**src/rwit_pkg.sv**
```systemverilog
// Package of constants and types for the runaway watchdog / interval timer.
package rwit_pkg;

  // ----------------------------------------------------------------
  // Register reset values
  // ----------------------------------------------------------------
  localparam logic [7:0] RWIT_MODE_RST = 8'h00; // Mode register after reset.
  localparam logic [2:0] RWIT_CSEL_RST = 3'h0;  // Count-select field after reset.

  // ----------------------------------------------------------------
  // Mode register field positions
  // ----------------------------------------------------------------
  localparam int RWIT_RUN_POS = 7; // Run bit.
  localparam int RWIT_WDM_POS = 4; // Watchdog-mode bit.
  localparam int RWIT_RSS_POS = 3; // Reset-select bit.

  // ----------------------------------------------------------------
  // Timing counts
  // ----------------------------------------------------------------
  localparam int RWIT_CNT_W    = 20; // Counter width, covers 2^19 main clock periods.
  localparam int RWIT_EXP_BASE = 11; // Exponent for code 000.
  localparam int RWIT_EXP_TOP  = 19; // Exponent for code 111.
  localparam logic [2:0] RWIT_CODE_TOP = 3'h7; // Code for the longest period.

  // Operating mode of the timer.
  typedef enum logic [0:0] {
    RWIT_INTERVAL = 1'b0,
    RWIT_WATCHDOG = 1'b1
  } rwit_mode_t;

endpackage : rwit_pkg

```
**src/rwit_top.sv**
```systemverilog
// Runaway watchdog and interval timer, single clock domain.
`timescale 1ns/1ps
`default_nettype none

module rwit_top
  import rwit_pkg::*;
(
  // Clock and reset.
  input  wire logic       clk,
  input  wire logic       srst,
  // Oscillator clock tick, one pulse per oscillator period, from this clock domain.
  input  wire logic       osc_clk_tick,
  // Mode register write port.
  input  wire logic       mode_wr,
  input  wire logic [7:0] mode_wdata,
  // Shared clock select register write port, count-select field only.
  input  wire logic       csel_wr,
  input  wire logic [2:0] csel_wdata,
  // Oscillator divide bit and processor state.
  input  wire logic       osc_divide_bit,
  input  wire logic       cpu_stop,
  input  wire logic       cpu_on_subclk,
  // Interrupt controller side.
  input  wire logic       timer_irq_mask,
  input  wire logic       timer_irq_priority,
  input  wire logic       timer_irq_flag_clr,
  // Outputs.
  output logic [7:0]      wd_mode_reg,
  output logic [2:0]      shared_clock_select_reg,
  output logic            timer_irq_flag,
  output logic            interval_irq,
  output logic            interval_irq_high_prio,
  output logic            nmi_pulse,
  output logic            sys_reset_pulse
);

  // ----------------------------------------------------------------
  // State
  // ----------------------------------------------------------------
  logic                  run_q, run_d;          // Counting enabled.
  rwit_mode_t            mode_q, mode_d;        // Interval or watchdog.
  logic                  rsel_q, rsel_d;        // Reset-select bit.
  logic [2:0]            csel_q, csel_d;        // Count-select field.
  logic                  pre_q, pre_d;          // Divide-by-two prescaler, cleared only by reset.
  logic [RWIT_CNT_W-1:0] cnt_q, cnt_d;          // Main count.
  logic                  flag_q, flag_d;        // Timer interrupt request flag.
  logic                  nmi_q, nmi_d;          // NMI pulse register.
  logic                  rst_q, rst_d;          // System reset pulse register.
  logic                  tick;                  // One main system clock period.
  logic                  ovf;                   // Counter reaches the selected period.
  logic [RWIT_CNT_W-1:0] limit;                 // Last count before overflow.

  // ----------------------------------------------------------------
  // Period selection
  // ----------------------------------------------------------------
  // Code 111 skips 2^18 and selects 2^19.
  always_comb
  begin
    if (csel_q == RWIT_CODE_TOP)
    begin
      limit = RWIT_CNT_W'((1 << RWIT_EXP_TOP) - 1);
    end
    else
    begin
      limit = RWIT_CNT_W'((1 << (RWIT_EXP_BASE + int'(csel_q))) - 1);
    end
  end

  // Main system clock tick: every oscillator tick, or every second one. The
  // prescaler is not cleared by a restart, so the first period may run short.
  assign tick = osc_clk_tick && (osc_divide_bit || pre_q)
                && !cpu_stop && !cpu_on_subclk;
  assign ovf  = run_q && tick && (cnt_q == limit);

  // ----------------------------------------------------------------
  // Next-state logic
  // ----------------------------------------------------------------
  always_comb
  begin
    run_d  = run_q;
    mode_d = mode_q;
    rsel_d = rsel_q;
    csel_d = csel_q;
    pre_d  = pre_q;
    cnt_d  = cnt_q;
    flag_d = flag_q;
    nmi_d  = 1'b0;
    rst_d  = 1'b0;
    // Prescaler keeps running on the oscillator while the core is neither stopped nor on the subclock.
    if (osc_clk_tick && !cpu_stop && !cpu_on_subclk)
    begin
      pre_d = !pre_q;
    end
    // Counting only while running.
    if (run_q && tick)
    begin
      cnt_d = ovf ? '0 : cnt_q + 1'b1;
    end
    // Overflow effects by mode.
    if (ovf && mode_q == RWIT_WATCHDOG)
    begin
      nmi_d = !rsel_q;
      rst_d = rsel_q;
    end
    // A new interval overflow wins over a clear in the same cycle.
    if (ovf && mode_q == RWIT_INTERVAL)
    begin
      flag_d = 1'b1;
    end
    else if (timer_irq_flag_clr)
    begin
      flag_d = 1'b0;
    end
    // Software writes; only setting is honoured on sticky bits.
    if (mode_wr)
    begin
      if (mode_wdata[RWIT_RUN_POS])
      begin
        run_d = 1'b1;
        cnt_d = '0;
      end
      if (mode_wdata[RWIT_WDM_POS])
      begin
        mode_d = RWIT_WATCHDOG;
        if (mode_q == RWIT_INTERVAL && flag_q)
        begin
          nmi_d = 1'b1;
        end
      end
      if (mode_wdata[RWIT_RSS_POS])
      begin
        rsel_d = 1'b1;
      end
    end
    if (csel_wr)
    begin
      csel_d = csel_wdata;
    end
  end

  // ----------------------------------------------------------------
  // Registers
  // ----------------------------------------------------------------
  always_ff @(posedge clk)
  begin
    if (srst)
    begin
      run_q  <= RWIT_MODE_RST[RWIT_RUN_POS];
      mode_q <= RWIT_INTERVAL;
      rsel_q <= RWIT_MODE_RST[RWIT_RSS_POS];
      csel_q <= RWIT_CSEL_RST;
      pre_q  <= 1'b0;
      cnt_q  <= '0;
      flag_q <= 1'b0;
      nmi_q  <= 1'b0;
      rst_q  <= 1'b0;
    end
    else
    begin
      run_q  <= run_d;
      mode_q <= mode_d;
      rsel_q <= rsel_d;
      csel_q <= csel_d;
      pre_q  <= pre_d;
      cnt_q  <= cnt_d;
      flag_q <= flag_d;
      nmi_q  <= nmi_d;
      rst_q  <= rst_d;
    end
  end

  // ----------------------------------------------------------------
  // Outputs
  // ----------------------------------------------------------------
  assign wd_mode_reg             = {run_q, 2'b00, mode_q == RWIT_WATCHDOG, rsel_q, 3'b000};
  assign shared_clock_select_reg = csel_q;
  assign timer_irq_flag          = flag_q;
  // Mask and priority apply only in interval mode.
  assign interval_irq            = flag_q && !timer_irq_mask && (mode_q == RWIT_INTERVAL);
  // Highest default priority: raised with the request only while the priority bit is 0.
  assign interval_irq_high_prio  = interval_irq && !timer_irq_priority;
  assign nmi_pulse               = nmi_q;
  assign sys_reset_pulse         = rst_q;

  // ----------------------------------------------------------------
  // Assertions
  // ----------------------------------------------------------------
  stopped_holds_a: assert property (@(posedge clk) disable iff (srst)
    !run_q |=> $stable(cnt_q)) else $error("Counter moved while stopped.");
  run_sticky_a: assert property (@(posedge clk) disable iff (srst)
    run_q |=> run_q) else $error("Run bit cleared.");
  mode_sticky_a: assert property (@(posedge clk) disable iff (srst)
    mode_q == RWIT_WATCHDOG |=> mode_q == RWIT_WATCHDOG) else $error("Mode bit cleared.");
  wd_nmi_a: assert property (@(posedge clk) disable iff (srst)
    ovf && mode_q == RWIT_WATCHDOG && !rsel_q |=> nmi_q) else $error("Missing NMI.");
  wd_reset_a: assert property (@(posedge clk) disable iff (srst)
    ovf && mode_q == RWIT_WATCHDOG && rsel_q |=> rst_q && !nmi_q) else $error("Missing reset.");
  int_flag_a: assert property (@(posedge clk) disable iff (srst)
    ovf && mode_q == RWIT_INTERVAL |=> flag_q && cnt_q == '0) else $error("Interval overflow lost.");
  late_mode_a: assert property (@(posedge clk) disable iff (srst)
    mode_wr && mode_wdata[RWIT_WDM_POS] && mode_q == RWIT_INTERVAL && flag_q |=> nmi_q)
    else $error("Pending flag gave no NMI.");
  stop_freeze_a: assert property (@(posedge clk) disable iff (srst)
    (cpu_stop || cpu_on_subclk) && !mode_wr |=> $stable(cnt_q)) else $error("Count in stop.");
  pulse_one_a: assert property (@(posedge clk) disable iff (srst)
    rst_q |=> !rst_q) else $error("Reset pulse too long.");
  mask_gate_a: assert property (@(posedge clk) disable iff (srst)
    interval_irq |-> mode_q == RWIT_INTERVAL && !timer_irq_mask) else $error("Ungated request.");

endmodule : rwit_top

`default_nettype wire

```
**config.mk**
```make
export PLATFORM = sky130hd
export DESIGN_NAME = rwit_top
export DESIGN_NICKNAME = d
export VERILOG_FILES = /design/src/rwit_pkg.sv /design/src/rwit_top.sv
export SDC_FILE = /design/constraint.sdc
export NUM_CORES = 1
export LEC_CHECK = 0
export ABC_AREA = 1
export BUFFER_PORTS_ARGS = -buffer_cell sky130_fd_sc_hd__buf_2
export CORE_ASPECT_RATIO = 1.1
export CORE_MARGIN = 5
export CORE_UTILIZATION = 50
export DETAILED_ROUTE_END_ITERATION = 10
export HOLD_SLACK_MARGIN = 0.06
export PLACE_DENSITY = 0.75
export REMOVE_ABC_BUFFERS = 1
export SLEW_MARGIN = 20
export SYNTH_ARGS = -nofsm -noshare
export SYNTH_HDL_FRONTEND = slang
export SYNTH_SLANG_ARGS = --single-unit
```
**constraint.sdc**
```tcl
create_clock -name clk -period 2.3 [get_ports clk]
set_input_delay 0.23 -clock clk [delete_from_list [all_inputs] [get_ports clk]]
set_output_delay 0.23 -clock clk [all_outputs]
set_load 0.02 [all_outputs]
```
==> metrics.yaml <==
worst_hold_path:
  min_path_type: "in2reg"
outcome:
  status: "completed"
die:
  ios: 38
  die_h_um: 80.90
  dieWidth_um: 74.45
  design.die.area_um2: 6023
  start_util_pct: 52.55
  core_um2: 4348
  rows: 25
route:
  routed_via_density: 5.042
  drtIter0Drc: 168
  ant_nets: 0
  drc: 0
  first_pass_iters: 4
  vias: 2158
  wl_per_cell_um: 12.20
  routed_wl_mm: 5.222
critical_path:
  slowest_delay_ns: 0.36
  end_kind: "flip-flop"
  reg2reg_slack_ns: 0.01
  rr_worst_depth: 18
  critical_path.endpoint: "cnt_q[18]"
  slowest_stage: "dfxtp_4"
  cp.arrival_ns: 2.46
  cp-start-kind: "flip-flop"
  critical_path_class: "reg2reg"
  cp_max_fo: 7
  cp_cell_sequence: "clkinv_4, nand2_4, ha_4, buf_6, nor2_4, nand2_2, nand3_2, nor2_2, nand2_1, nand2_2, nand3_2, nor2_2, nand2_1, nor2_2, nand3_2, nand2_4, buf_12, nor2_1"
  crit_start: "shared_clock_select_reg[0]"
  worstReg2RegEnd: "cnt_q[18]"
  regToRegStartpoint: "shared_clock_select_reg[0]"
  worst_ep_required_time_ns: 2.47
timing:
  timing.final.crit_period_ns: 2.289
  hold_viol_final: 0
  fmax_ghz: 0.4369
  rsz0062_at_grt: "yes"
  setup_viol: 0
  skew_ns: 0.009297
  drv_slew: 0
  fin_crit_sh_pct: 99.53
synthesis:
  synth_top_area_share_pct: 26.29
  synthFlopType: "dfxtp_1"
  synth-warning-count: 0
  synth-seq-cells: 30
  syn-cell-area_um2: 2285
  yosysSeqAreaShare_pct: 26.29
  synthCells: 324
  yosysTopAreaCell: "dfxtp_1"
  synthTopCellsByArea: "dfxtp_1, nand2_1, nor2_1, nor2_4, inv_1"
  synth-edff-count: 0
  synthArstFlopShare_pct: 0
  synth_cell_type_count: 40
  avgSynthCellArea_um2: 7.052
cells_and_area:
  largest_reg_flops: 20
  fin_area_um2: 2843
  num-fill-cells: 367
  drive_gt1_share_pct: 34.76
  nNetsFinal: 398
  area_delta_synth_final_pct: 24.43
  final_cells: 428
  antennaDiodeCount: 0
power:
  peakVddDrop_mv: 0.4163
  p_leak_nw: 1.212
  p_per_area_nw_per_um2: 551.3
placed_design:
  dp.cells: 413
  placed_area_um2: 2526
  dp_hpwl_mm: 3.935
  gp_congestion: 0.8789
  port_buffers: 27
global_route:
  antenna_found_initial: 0
  grt_max_degree: 19
  grt_overflow_total: 0
  grt_usage_pct: 18.62
  grt_pass1_vias: 2061
  grt_pass1_wl_mm: 8.735
cts:
  clk_pin_slew_worst_paths_ns: 0.07
  cts_tree: "built"
  clock_path_buffers: 2
  cts_sinks: 30
  ctsHoldBuffers: 0
  insertion_delay_ns: 0.29
  numCtsBuffers: 5
  cts-htree-levels: 2
  root_buffer: "clkbuf_8"
job:
  maxCapViolations: 0
## cell type report
| cell class | count | area (µm²) | area share, % |
|---|---|---|---|
| Timing Repair Buffer | 53 | 362.8 | 12.76 |
| Clock inverter | 2 | 60.06 | 2.113 |
| Clock buffer | 6 | 82.58 | 2.905 |
| Multi-Input combinational cell | 241 | 1479 | 52.02 |
| Sequential cell | 30 | 608.1 | 21.39 |
| Inverter | 42 | 182.7 | 6.426 |
| Tap cell | 54 | 67.56 | 2.377 |
## worst min path at each step
| stage | cells past startpoint | slack, ns | startpoint | endpoint |
|---|---|---|---|---|
| finish | 2 | 0.15 | srst | timer_irq_flag |
| global route | 2 | 0.15 | srst | nmi_pulse |
| CTS | 2 | 0.14 | srst | timer_irq_flag |
| detailed placement | 1 | 0.45 | pre_q | pre_q |
| global placement | 1 | 0.44 | pre_q | pre_q |
| floorplan | 1 | 0.30 | srst | mode_q |
## what timing repair did
item | in CTS | in global routing
setup endpoints to repair | 23 | 23
buffers inserted | 4 | 3
gates cloned | 0 | 0
pin swaps | 8 | 23
gates resized for setup | 13 | 22
## per-layer routing
metal / up-vias / routed length [µm] / global-route usage, %
li1: 1119 / - / -
met1: 976 / 2150 / 21.42
met2: 50 / 2654 / 31.81
met3: 13 / 272 / 4.084
met4: 0 / 144 / 9.786
met5: - / 0 / 0
## cell families (layout without fill, tap and decap cells)
group                      after synthesis  count (layout)  synth area share, %
and+or+nand+nor                        185             185                43.43
DFF                                     30              30                26.29
xor gates and xnor gates                19              19                7.284
adders and majority gates                3               3                1.643
other                                    1               5               0.1641
AOI/OAI and AO/OA                       29              29                7.011
buffers and inverters                   57             103                14.18
## Yosys cell counts (3+ instances only)
cell type and instances:
a21oi_1 12, buf_4 8, buf_6 4, dfxtp_1 30, ha_1 3, inv_1 35
inv_6 3, nand2_1 62, nand2_2 4, nand2_4 5, nand3_1 22, nand4_1 13
nor2_1 39, nor2_2 7, nor2_4 12, nor3_1 9, o21ai_0 12, xnor2_1 4
xor2_1 15
## stage by stage
step | util [%] | setup WS (ns) | TNS (ns) | power [mW] | hold WS, ns
after detailed placement | 58.10 | -0.1220 | -2.073 | 0.8481 | 0.4521
after global placement | 58.10 | -0.09465 | -1.555 | 0.8429 | 0.4414
final | 65.38 | 0.01089 | 0 | 1.567 | 0.1505
after CTS | 63.25 | -0.01529 | -0.09921 | 1.546 | 0.1423
after floorplan | - | -0.3530 | -6.452 | 0.7416 | 0.2991
after global routing | 65.38 | -0.1541 | -2.765 | 1.650 | 0.1476
## cell usage in the layout (no fill, tap or decap), types with 3 or more instances in the layout
cell type,synthesis,final
buf_4,8,22
clkbuf_8,1,6
clkinv_4,1,3
a21oi_1,12,12
nand3_1,22,16
inv_1,35,35
xnor2_1,4,4
nor2_2,7,14
conb_1,1,5
dfxtp_1,30,28
nand2_4,5,5
nand4_1,13,13
nand3_2,2,8
nand2_2,4,11
nor2_4,12,13
nand2_1,62,55
buf_2,0,27
nor3_1,9,8
xor2_1,15,14
nor2_1,39,31
o21ai_0,12,12
## power breakdown
part	internal (mW)	total (mW)	switching [mW]
logic	0.151	0.365	0.214
registers	0.528	0.536	0.00815
clock network	0.462	0.667	0.205
total	1.14	1.57	0.427
## worst max-delay path, delay by kind of cell, from the launching register on
kind	cells	cell delay, ns
AND/OR/NAND/NOR	14	1.21
buffers and inverters	3	0.30
adder cells (fa/ha/maj)	1	0.30
flip-flops	1	0.36
No activity file was read; power rests on OpenSTA's default activity.
